==> config.mk <==
export PLATFORM = sky130hd
export DESIGN_NAME = physical_request_filter
export DESIGN_NICKNAME = d
export VERILOG_FILES = /design/src/hw/phys_filter_pkg.sv /design/src/hw/phys_filter_bank.sv /design/src/hw/physical_request_filter.sv
export SDC_FILE = /design/constraint.sdc
export NUM_CORES = 1
export LEC_CHECK = 0
export BUFFER_PORTS_ARGS = -buffer_cell sky130_fd_sc_hd__buf_2
export CORE_MARGIN = 2
export CORE_UTILIZATION = 27
export DETAILED_ROUTE_END_ITERATION = 16
export GPL_TIMING_DRIVEN = 0
export MAX_ROUTING_LAYER = met4
export PLACE_DENSITY = 0.49
export SYNTH_ARGS = -nofsm -noshare
export SYNTH_HDL_FRONTEND = slang
export SYNTH_SLANG_ARGS = --single-unit
==> constraint.sdc <==
create_clock -name sys_clk -period 3.6 [get_ports sys_clk]
set_input_delay 0.72 -clock sys_clk [delete_from_list [all_inputs] [get_ports sys_clk]]
set_output_delay 0.72 -clock sys_clk [all_outputs]
set_load 0.02 [all_outputs]
==> src/hw/phys_filter_pkg.sv <==
// Package with the register map, field positions and carrier types of the physical request filter
package phys_filter_pkg;

  // Bus geometry
  localparam int ADDR_W = 9;
  localparam int DATA_W = 32;
  localparam int BE_W   = 4;

  // Register byte addresses
  localparam logic [ADDR_W-1:0] OFS_UPPER_SET   = 9'h110;
  localparam logic [ADDR_W-1:0] OFS_UPPER_CLEAR = 9'h114;
  localparam logic [ADDR_W-1:0] OFS_LOWER_SET   = 9'h118;
  localparam logic [ADDR_W-1:0] OFS_LOWER_CLEAR = 9'h11C;
  localparam logic [ADDR_W-1:0] OFS_UPPER_BOUND = 9'h120;

  // Reset and fixed values
  localparam logic [DATA_W-1:0] BANK_RESET      = 32'h0000_0000;
  localparam logic [DATA_W-1:0] UPPER_BOUND_VAL = 32'h0000_0000;
  localparam logic [DATA_W-1:0] UNMAPPED_VAL    = 32'h0000_0000;

  // Node numbering
  localparam int NODE_W          = 6;
  localparam int LOWER_NODES     = 32;
  localparam int UPPER_NODE_BASE = 32;
  localparam int UPPER_NODE_LAST = 62;
  localparam int ALL_BUS_BIT     = 31;

  // Incoming request to classify
  typedef struct packed {
    logic              valid;
    logic [NODE_W-1:0] src_node;
    logic              local_bus;
    logic              async_ok;
  } filt_req_t;

  // Routing verdict
  typedef struct packed {
    logic valid;
    logic to_phys;
    logic to_async;
    logic rejected;
  } route_t;

  // Bus handshake states
  typedef enum logic {
    BUS_IDLE,
    BUS_ACK
  } bus_state_t;

endpackage : phys_filter_pkg

==> src/hw/phys_filter_bank.sv <==
// Set/clear filter bank register with byte enables
`timescale 1ns/1ps
module phys_filter_bank #(
  parameter int WIDTH = 32
) (
  input  wire logic               sys_clk,
  input  wire logic               rst_n,
  input  wire logic               set_en,
  input  wire logic               clr_en,
  input  wire logic [WIDTH-1:0]   wr_data,
  input  wire logic [WIDTH/8-1:0] byte_en,
  output logic      [WIDTH-1:0]   bits
);

  typedef struct packed {
    logic [WIDTH-1:0] bits;
  } bank_state_t;

  bank_state_t      state;
  bank_state_t      next_state;
  logic [WIDTH-1:0] lane_mask;

  // Width must be whole bytes
  if (WIDTH % 8 != 0 || WIDTH == 0) begin : g_bad_width
    $error("phys_filter_bank: WIDTH must be a nonzero multiple of 8");
  end

  // Byte enables widened to a bit mask
  for (genvar i = 0; i < WIDTH; i++) begin : g_mask
    assign lane_mask[i] = byte_en[i/8];
  end

  // Ones written to set address set bits, ones to clear address clear them
  always_comb begin
    next_state = state;
    if (set_en) begin
      next_state.bits = state.bits | (wr_data & lane_mask);
    end else if (clr_en) begin
      next_state.bits = state.bits & ~(wr_data & lane_mask);
    end
  end

  // State register, cleared on reset
  always_ff @(posedge sys_clk) begin
    if (!rst_n) begin
      state.bits <= phys_filter_pkg::BANK_RESET[WIDTH-1:0];
    end else begin
      state <= next_state;
    end
  end

  assign bits = state.bits;

endmodule : phys_filter_bank

==> src/hw/physical_request_filter.sv <==
// Physical request filter: two set/clear banks on Avalon-MM and the per-node routing decision
`timescale 1ns/1ps
module physical_request_filter #(
  parameter int NODE_W = phys_filter_pkg::NODE_W
) (
  input  wire logic                               sys_clk,
  input  wire logic                               rst_n,
  input  wire logic [phys_filter_pkg::ADDR_W-1:0] address,
  input  wire logic                               read,
  input  wire logic                               write,
  input  wire logic [phys_filter_pkg::DATA_W-1:0] writedata,
  input  wire logic [phys_filter_pkg::BE_W-1:0]   byteenable,
  output logic      [phys_filter_pkg::DATA_W-1:0] readdata,
  output logic                                    waitrequest,
  input  wire phys_filter_pkg::filt_req_t         filt_req,
  output phys_filter_pkg::route_t                 route,
  output logic      [phys_filter_pkg::DATA_W-1:0] lower_enables,
  output logic      [phys_filter_pkg::DATA_W-1:0] upper_enables
);

  localparam int DW = phys_filter_pkg::DATA_W;

  // Node numbering must fit the two banks
  if (NODE_W != phys_filter_pkg::NODE_W) begin : g_bad_node_w
    $error("physical_request_filter: NODE_W must match the bank layout");
  end

  typedef struct packed {
    phys_filter_pkg::bus_state_t bus_state;
    logic                        waitrequest;
    logic [DW-1:0]               readdata;
    phys_filter_pkg::route_t     route;
    logic [DW-1:0]               lower_copy;
    logic [DW-1:0]               upper_copy;
  } top_state_t;

  top_state_t    state;
  top_state_t    next_state;
  logic [DW-1:0] lower_bits;
  logic [DW-1:0] upper_bits;
  logic          take;
  logic          upper_set_en;
  logic          upper_clr_en;
  logic          lower_set_en;
  logic          lower_clr_en;

  // True when the address equals the given offset; read, write and bus state are not checked here
  function automatic logic addr_hit(input logic [phys_filter_pkg::ADDR_W-1:0] a,
                                    input logic [phys_filter_pkg::ADDR_W-1:0] ofs);
    return a == ofs;
  endfunction : addr_hit

  // Enable bit of one node on the local bus; node 63 has no bit
  function automatic logic node_enabled(input logic [NODE_W-1:0] node,
                                        input logic [DW-1:0]     lower,
                                        input logic [DW-1:0]     upper);
    logic [NODE_W-1:0] idx;
    idx = '0;
    if (node < NODE_W'(phys_filter_pkg::LOWER_NODES)) begin
      return lower[node[4:0]];
    end else if (node <= NODE_W'(phys_filter_pkg::UPPER_NODE_LAST)) begin
      idx = node - NODE_W'(phys_filter_pkg::UPPER_NODE_BASE);
      return upper[idx[4:0]];
    end
    return 1'b0;
  endfunction : node_enabled

  // Request is taken in the cycle it appears while idle
  assign take = (read || write) && state.bus_state == phys_filter_pkg::BUS_IDLE;

  // Write strobes; upper bound and unmapped addresses produce none
  assign upper_set_en = take && write && addr_hit(address, phys_filter_pkg::OFS_UPPER_SET);
  assign upper_clr_en = take && write && addr_hit(address, phys_filter_pkg::OFS_UPPER_CLEAR);
  assign lower_set_en = take && write && addr_hit(address, phys_filter_pkg::OFS_LOWER_SET);
  assign lower_clr_en = take && write && addr_hit(address, phys_filter_pkg::OFS_LOWER_CLEAR);

  // Upper bank: nodes 32..62 plus remote-bus accept
  phys_filter_bank #(
    .WIDTH(DW)
  ) u_upper_bank (
    .sys_clk (sys_clk),
    .rst_n   (rst_n),
    .set_en  (upper_set_en),
    .clr_en  (upper_clr_en),
    .wr_data (writedata),
    .byte_en (byteenable),
    .bits    (upper_bits)
  );

  // Lower bank: nodes 0..31
  phys_filter_bank #(
    .WIDTH(DW)
  ) u_lower_bank (
    .sys_clk (sys_clk),
    .rst_n   (rst_n),
    .set_en  (lower_set_en),
    .clr_en  (lower_clr_en),
    .wr_data (writedata),
    .byte_en (byteenable),
    .bits    (lower_bits)
  );

  // Bus handshake, read mux and routing decision
  always_comb begin
    next_state            = state;
    next_state.lower_copy = lower_bits;
    next_state.upper_copy = upper_bits;
    case (state.bus_state)
      phys_filter_pkg::BUS_IDLE: begin
        if (take) begin
          next_state.bus_state   = phys_filter_pkg::BUS_ACK;
          next_state.waitrequest = 1'b0;
          next_state.readdata    = phys_filter_pkg::UNMAPPED_VAL;
          if (read) begin
            if (addr_hit(address, phys_filter_pkg::OFS_UPPER_SET) ||
                addr_hit(address, phys_filter_pkg::OFS_UPPER_CLEAR)) begin
              next_state.readdata = upper_bits;
            end else if (addr_hit(address, phys_filter_pkg::OFS_LOWER_SET) ||
                         addr_hit(address, phys_filter_pkg::OFS_LOWER_CLEAR)) begin
              next_state.readdata = lower_bits;
            end else if (addr_hit(address, phys_filter_pkg::OFS_UPPER_BOUND)) begin
              next_state.readdata = phys_filter_pkg::UPPER_BOUND_VAL;
            end
          end
        end
      end
      phys_filter_pkg::BUS_ACK: begin
        next_state.bus_state   = phys_filter_pkg::BUS_IDLE;
        next_state.waitrequest = 1'b1;
      end
      default: begin
        next_state.bus_state   = phys_filter_pkg::BUS_IDLE;
        next_state.waitrequest = 1'b1;
      end
    endcase

    // Async filter verdict gates first, physical bits decide second
    next_state.route = '0;
    if (filt_req.valid) begin
      next_state.route.valid = 1'b1;
      if (!filt_req.async_ok) begin
        next_state.route.rejected = 1'b1;
      end else if (filt_req.local_bus ? node_enabled(filt_req.src_node, lower_bits, upper_bits)
                                      : upper_bits[phys_filter_pkg::ALL_BUS_BIT]) begin
        next_state.route.to_phys = 1'b1;
      end else begin
        next_state.route.to_async = 1'b1;
      end
    end
  end

  // State register
  always_ff @(posedge sys_clk) begin
    if (!rst_n) begin
      state.bus_state   <= phys_filter_pkg::BUS_IDLE;
      state.waitrequest <= 1'b1;
      state.readdata    <= phys_filter_pkg::UNMAPPED_VAL;
      state.route       <= '0;
      state.lower_copy  <= phys_filter_pkg::BANK_RESET;
      state.upper_copy  <= phys_filter_pkg::BANK_RESET;
    end else begin
      state <= next_state;
    end
  end

  // Outputs straight from flops
  assign readdata      = state.readdata;
  assign waitrequest   = state.waitrequest;
  assign route         = state.route;
  assign lower_enables = state.lower_copy;
  assign upper_enables = state.upper_copy;

endmodule : physical_request_filter

## Yosys cells after proc, flatten, opt, wreduce, memory -nomap -nowiden

Index checks and enable logic that the tools add are counted.

| operators by class | value |
|---|---|
| $add $sub $neg | 1 |
| $lt $le $gt $ge | 4 |
| equality and inequality tests | 5 |
| multiplexer cells | 28 |
| bitwise logic cells | 7 |
| reduce and logical (&&, ||, !) cells | 14 |

Operators by type and width:

| kind | count |
|---|---|
| 32-bit 2-to-1 mux | 7 |
| 32-bit bitwise AND | 3 |
| 32-bit bitwise OR | 2 |
| 9-bit equality test (second input constant) | 4 |
| 34-bit 2-to-1 mux | 1 |
| 32-bit NOT | 1 |
| 1-bit 2-to-1 mux | 15 |
| 5-bit by 6-bit < comparator with 1-bit output (second input constant) | 2 |
| 1-bit binary-select mux with 5-bit select | 2 |
| 6-bit less-or-equal comparator (second input constant) | 1 |
| 1-bit logical AND | 6 |
| 6-bit < comparator (second input constant) | 1 |
| 5-bit by 1-bit subtractor with 5-bit output (second input constant) | 1 |
| 4-bit 2-to-1 mux | 1 |
| 2-bit one-hot mux with 2 select lines | 1 |
| 2-bit AND reduction | 2 |
| 2-bit nonzero test | 2 |
| 1-bit logical OR | 3 |
| 3-bit AND reduction | 1 |
| 2-bit 2-to-1 mux | 1 |
| 2-bit inequality test (second input constant) | 1 |
| 1-bit NOT | 1 |

| word-level totals | value |
|---|---|
| flip-flop bits (word level) | 166 |
| bits of input ports | 58 |
| output and inout port bits | 101 |
| logic and storage cells | 70 |

## Longest topological paths before layout

Gate-level depths: netlist of run 1.

| depth | value |
|---|---|
| depth in word-level cells | 12 |
| gate-level depth with buffers | 7 |
| mapped depth without buffers | 6 |

## Hierarchy

A second synthesis of run 1 with hierarchy kept.

| unflattened totals | value |
|---|---|
| cells, all modules | 720 |
| area, all modules | 7,211.9 um^2 |

By module, submodules not included:

| module | instances | cells each | area each (um^2) | sequential area each (um^2) |
|---|---|---|---|---|
| physical_request_filter | 1 | 370 | 4,018.9 | 2,042.0 |
| phys_filter_bank | 2 | 175 | 1,596.5 | 640.6 |

## Worst setup path before layout of run 1

No wires, ideal clock.

| timing | value |
|---|---|
| kind | input to register |
| from | in address[7] in the netlist's numbering |
| to | reg (tool-made name) |
| arrival time | 2,283 ps |
| path slack | 1,246 ps |
| stages | 6 |
| buffers on the path | 1 |
| cells stage by stage | or4_4 > nor3_4 > nand2_2 > buf_6 > or3_1 > a21oi_1 |

RTL lines:

| item | RTL line | text |
|---|---|---|
| from (decl) | physical_request_filter.sv:8 | `input wire logic [phys_filter_pkg::ADDR_W-1:0] address,` |

==> results.ini, run 1 <==
[final_layout]
fin_util_pct = 35.1
area_growth_pct = 28.2
stdcell_count = 1212
most-common-layout-cells = dfxtp_1 (166), buf_2 (155), nor2_1 (131)
layout-drive-gt1-share_pct = 23.1
fin_nets = 937
fillers = 2500
multi_input_area_mm2 = 0.00285
final_common_cell = dfxtp_1
seq_area_mm2 = 0.00332

[logic_synthesis]
synth_top_area_share_pct = 51.9
syn_avg_cell_area_um2 = 9.06
synth_cells = 707
yosysTopAreaCell = dfxtp_1
ys_seq_elements = 166
synth_area_leaders = dfxtp_1 (52%), nor2_1 (7.7%), and2_1 (6.6%)
syn_nets = 765
yosys_warnings = 0
synth_area_mm2 = 0.00641
ys_seq_area_share_pct = 51.9
synth_cell_type_count = 35

[hold_path]
min_to = route[0]$_SDFF_PN0_
hold_depth = 2
min-delay-start = filt_req[0]
hold_path.class = input pin to flop

[worst_setup_path]
cpPeakStageDelay_ps = 570
crit_start = address[7]
cp.required_ps = 3930
critical-path-top-delay-family = simple AND/OR/NAND/NOR gates
cp_common_cell = nor2_1
timing.reg2reg.setup_slack_ps = 1520
worstPathCellList = buf_2 > or4_4 > nor3_4 > nand2_1 > clkbuf_1 > nor2_1 > nor2_1 > a211oi_1
cp-start-kind = input pin
r2r_cells = 6
critical_path.max_fanout = 10
end_kind = flop
reg2reg_to = route[1]$_SDFF_PN0_
slowest_stage = or4_4
worst_ep_arrival_time_ps = 2830
worst-path-buf-inv = 2
worstSetupPathType = input pin to flop

[place]
dp_hpwl_um = 15600
place_congestion = 0.791
dp.cells = 1179
io_buffer_count = 153

[timing]
post-route-period-util_pct = 69.3
finalSetupTns_ps = 0
tightest_slew_ps = 676
whs_ps = 463
setup_violations = 0
fin_skew_ps = 12.2
min_period_ps = 2490
hold_violations = 0
rsz0062_at_grt = false
slew_violations = 0
slew_headroom_pct = 54.9
fmax_mhz = 401

[route]
dr.pass1.iters = 5
viasPerCell = 4.66
wl_um = 21100
drtIter0Drc = 363
drc = 0
ant_nets = 0
wl_per_cell_um = 17.4
dr_total_vias = 5649

[power_and_ir_drop]
leakagePower_nw = 3.29
vdd.ir_drop.worst_mv = 0.264
p_per_area_mw_per_mm2 = 488

[status]
status = completed

[floorplan]
die-area_mm2 = 0.0250
core-area_mm2 = 0.0234
io_pins = 159
initial_core_util_pct = 27.4
rows = 56
die_h_um = 158
die_x_um = 158

[clock_network]
cts_tree = built
cts_buffer_depth = 2
clock-root-buffer = clkbuf_16
insertion_delay_ps = 430
holdBufCountCts = 0
cts_buffers = 17
path_clk_slew_ps = 60
postCtsResizedCells = 0
post_cts_buffers = 0
cts_sinks = 166
cts_htree_levels = 4

[grt]
grt_pass1_wl_um = 32100
grt.total_usage_pct = 17.7
overflow = 0
grt_antenna_before_repair = 2
grt_max_degree = 17
grt_pass1_vias = 5597

[flow_run]
drv_cap = 0

==> cells by family after synthesis <==
group,count (synthesis),share of synthesized area [%]
muxes,23,5.94
AOI/OAI and AO/OA,172,16.4
buffers and inverters,57,3.73
and+or+nand+nor,289,22.0
DFF,166,51.9
==> worst reg2reg max path, stage by stage (launching register included) <==
cell and delay [ps]:
dfxtp_1 350, mux4_2 480, and2_1 170, a2111oi_0 440, nor4bb_1 110, o21ai_1 280, and3b_1 190
==> report_power, final <==
group          leakage [nW]  switching (mW)  internal, mW
combinational          1.65           0.137        0.0555
sequential             1.34         0.00192          1.84
clock                 0.302           0.759          1.22
total                  3.29           0.898          3.11
==> routing by layer <==
| layer | global-route usage (%) | part of all wire (%) | routed length (µm) |
|---|---|---|---|
| met5 | - | 0 | 0 |
| met4 | 6.95 | 2.1 | 449 |
| met3 | 3.81 | 5.3 | 1110 |
| met2 | 26.5 | 45 | 9480 |
| met1 | 23.3 | 48 | 10100 |
==> cells in the mapped netlist, drive strengths merged <==
cell type / count
and2: 68
a22oi: 36
a311oi: 1
a211o: 1
a21boi: 1
clkbuf: 43
nor4bb: 2
nor2: 131
nand2: 42
buf: 10
a2111oi: 1
dfxtp: 166
inv: 3
nor3: 2
or2: 1
and3b: 1
mux4: 12
nand3: 1
a21oi: 65
nor2b: 6
mux2i: 11
or3: 32
a211oi: 32
nand2b: 1
clkinv: 1
a41oi: 1
a32oi: 1
or4: 1
o21ai: 33
nand3b: 1
==> stage by stage <==
step                setup slack, ps  power [mW]  cell area (µm²)
floorplan                      1250        1.98             6410
global placement                717        2.08             7570
detailed placement              709        2.08             7570
CTS                            1150        4.05             8210
global route                    960        4.14             8220
finish                         1110        4.01             8220
==> layout make-up <==
type,instances,area share (%)
flip-flops and latches,166,40.4
multi-input cells,484,34.6
repair buffers,153,9.32
clock buffers,21,5.73
well taps,319,4.86
plain buffers,53,2.73
clock inverters,10,2.06
inverters,4,0.183
diodes,2,0.0609
==> how the worst max path moves through the flow <==
stage | endpoint | slack, ps | cells past startpoint
floorplan | flop | 1250 | 6
global placement | route[1]$_SDFF_PN0_ | 720 | 7
finish | flop | 1110 | 8
detailed placement | flop | 710 | 8
global route | flop | 960 | 8
CTS | flop | 1150 | 8
Note: power is estimated with default switching activity, not from simulation.
==> run 2, diff against run 1 <==
- ABC_AREA: unset -> 1
- clock period: 3.6 -> 2.46 ns (I/O delays scaled with it)
==> results.ini, run 2 <==
[status]
status = completed  ; unchanged

[floorplan]
io_pins = 159  ; unchanged
initial_core_util_pct = 27.4  ; about the same
die_x_um = 163  ; was 158 µm
core-area_mm2 = 0.0250  ; was 0.0234 mm²
die_h_um = 163  ; was 158 µm
rows = 58  ; was 56
die-area_mm2 = 0.0267  ; was 0.0250 mm²

[place]
place_congestion = 0.856  ; was 0.791
dp_hpwl_um = 17000  ; was 15600 µm
io_buffer_count = 150  ; was 153
placed_cell_area_mm2 = 0.00802  ; was 0.00757 mm²

[timing]
tightest_slew_ps = 666  ; was 676 ps
slew_headroom_pct = 55.6  ; was 54.9%
hold_violations = 0  ; unchanged
fmax_mhz = 517
fin_skew_ps = 8.20  ; was 12.2 ps
setup_violations = 0  ; unchanged
finalSetupTns_ps = 0  ; unchanged
min_period_ps = 1940
rsz0062_at_grt = false  ; unchanged
slew_violations = 0  ; unchanged
whs_ps = 238  ; was 463 ps
post-route-period-util_pct = 78.7

[worst_setup_path]
cpPeakStageDelay_ps = 560  ; was 570 ps
worstPathCellList = clkbuf_1 > clkbuf_1 > clkbuf_1 > nand2_1 > inv_1  ; was buf_2 > or4_4 > nor3_4 > nand2_1 > clkbuf_1 > nor2_1 > nor2_1 > a211oi_1
worst_ep_arrival_time_ps = 2310  ; was 2830 ps
critical_path.max_fanout = 10  ; unchanged
slowest_stage = clkbuf_1  ; was or4_4
timing.reg2reg.setup_slack_ps = 760  ; was 1520 ps
cp.required_ps = 2830  ; was 3930 ps
end_kind = flop  ; unchanged
worstSetupPathType = input pin to flop  ; unchanged
cp-start-kind = input pin  ; unchanged
cp_common_cell = clkbuf_1  ; was nor2_1

[clock_network]
post_cts_buffers = 0  ; unchanged
cts_htree_levels = 4  ; unchanged
clock-root-buffer = clkbuf_16  ; unchanged
postCtsResizedCells = 0  ; unchanged
cts_tree = built  ; unchanged
path_clk_slew_ps = 60  ; about the same
holdBufCountCts = 0  ; unchanged
cts_buffer_depth = 2  ; unchanged
cts_sinks = 166  ; unchanged
cts_buffers = 17  ; unchanged
insertion_delay_ps = 430  ; about the same

[power_and_ir_drop]
leakagePower_nw = 4.12  ; was 3.29 nW
p_per_area_mw_per_mm2 = 654  ; was 488 mW/mm²
vdd.ir_drop.worst_mv = 0.331  ; was 0.264 mV

[logic_synthesis]
synth.most_common_cell = nand2_1  ; was dfxtp_1
syn_avg_cell_area_um2 = 7.25  ; was 9.06 µm²
yosys_warnings = 0  ; unchanged
synth_top_family_by_area = simple AND/OR/NAND/NOR gates  ; unchanged
muxShareOfSynthArea_pct = 0  ; was 5.94%
synth_ff_type = dfxtp_1  ; unchanged
synth_top_area_share_pct = 48.5  ; was 51.9%
synth_edf_count = 0  ; unchanged
synthArstFlopShare_pct = 0  ; unchanged
synth_cell_type_count = 25  ; was 35
synth-simple-area-share_pct = 21.7  ; was 22.0%
syn_nets = 1004  ; was 765
yosysTopAreaCell = dfxtp_1  ; unchanged
synth_xor_area_share_pct = 0  ; unchanged
synth_fa_ha_area_share_pct = 0  ; unchanged
yosys-top-cells-count = nand2_1 (268), dfxtp_1 (166), inv_1 (137)  ; was dfxtp_1 (166), nor2_1 (131), and2_1 (68)
ys_seq_area_share_pct = 48.5  ; was 51.9%
ys_seq_elements = 166  ; unchanged
synth_compound_area_share_pct = 17.8  ; was 16.4%
synth_area_mm2 = 0.00686  ; was 0.00641 mm²
synth_area_leaders = dfxtp_1 (48%), nand2_1 (15%), inv_1 (7.5%)  ; was dfxtp_1 (52%), nor2_1 (7.7%), and2_1 (6.6%)
synth_cells = 946  ; was 707

[route]
wl_met3_um = 1200  ; was 1110 µm
wirelength_met1_um = 10600  ; was 10100 µm
dr_total_vias = 6511  ; was 5649
viasPerCell = 4.47  ; was 4.66
ant_nets = 0  ; unchanged
top_layer = met4  ; unchanged
wl_met2_um = 10600  ; was 9480 µm
drtIter0Drc = 526  ; was 363
wl_per_cell_um = 15.6  ; was 17.4 µm
dr.pass1.iters = 5  ; unchanged
wl_um = 22700  ; was 21100 µm
drc = 0  ; unchanged

[final_layout]
most-common-layout-cells = nand2_1 (268), dfxtp_1 (166), buf_2 (157)  ; was dfxtp_1 (166), buf_2 (155), nor2_1 (131)
final_common_cell = nand2_1  ; was dfxtp_1
final_area_mm2 = 0.00858  ; was 0.00822 mm²
layout-drive-gt1-share_pct = 19.3  ; was 23.1%
area_growth_pct = 25.1  ; was 28.2%
fin_nets = 1173  ; was 937

[grt]
grt_pass1_wl_um = 35300  ; was 32100 µm
grt.total_usage_pct = 17.9  ; was 17.7%
overflow = 0  ; unchanged
grt_max_degree = 17  ; unchanged
grt_pass1_vias = 6317  ; was 5597
grt_antenna_before_repair = 1  ; was 2

[flow_run]
drv_cap = 0  ; unchanged

[hold_path]
hold_path.class = input pin to flop  ; unchanged

[run 2: changes by cell type after synthesis, sizes merged, moves of 32 or more]
cell and change:
nand2 +236, o21ai +63, nand3 +55, o211ai +32, inv +138, nor2 -121
or3 -32, a211oi -32, and2 -68, a22oi -36, a21oi +34
[run 2: per-layer routing]
metal / up-vias / global-route usage [%]
met5: - / -
met4: 0 / 4.91
met3: 25 / 3.58
met2: 179 / 28.5
met1: 2956 / 23.2
li1: 3351 / -
[run 2: final timing paths]
kind,startpoint,endpoint,cells after the start
max,rst_n,lower_enables[3]$_SDFF_PN0_,5
min,filt_req[0],route[0]$_SDFF_PN0_,2
max reg2reg,state[101]$_SDFF_PP0_,flop,7
min reg2reg,readdata[1]$_SDFFE_PN0P_,readdata[1]$_SDFFE_PN0P_,2
[run 2: kinds of logic after synthesis]
family,Yosys count
flip-flops,166
AND/OR/NAND/NOR,352
buffers and inverters,201
AO/OA/AOI/OAI,227
[run 2: report_power, final]
group	total, mW	leakage [nW]	switching [mW]	internal, mW
registers	2.70	1.34	0.00332	2.69
clock network	2.57	0.270	1.08	1.49
logic	0.339	2.51	0.244	0.0947
total	5.61	4.12	1.32	4.28
[run 2: cell type report]
cell class	count	area (µm²)
Fill cell	2771	16500
Antenna cell	1	2.50
Buffer	60	294
Sequential cell	166	3320
Timing Repair Buffer	150	751
Tap cell	330	413
Clock inverter	10	109
Clock buffer	19	443
Multi-Input combinational cell	579	2710
Inverter	141	529
[run 2: worst max-delay path, delay by kind of cell]
| kind | cells | cell delay (ps) |
|---|---|---|
| buffers and inverters | 4 | 1620 |
| AND/OR/NAND/NOR | 1 | 180 |
[run 2: per-stage QoR]
step / instances / utilization (%) / power (mW) / worst slack (ps)
2_1_floorplan: 946 / - / 2.96 / 830
3_3_place_gp: 1426 / 32.0 / 3.10 / 50.2
3_5_place_dp: 1426 / 32.0 / 3.10 / 12.3
4_1_cts: 1455 / 34.2 / 5.68 / 469
5_1_grt: 1456 / 34.3 / 5.83 / 419
6_report: 1456 / 34.3 / 5.61 / 524
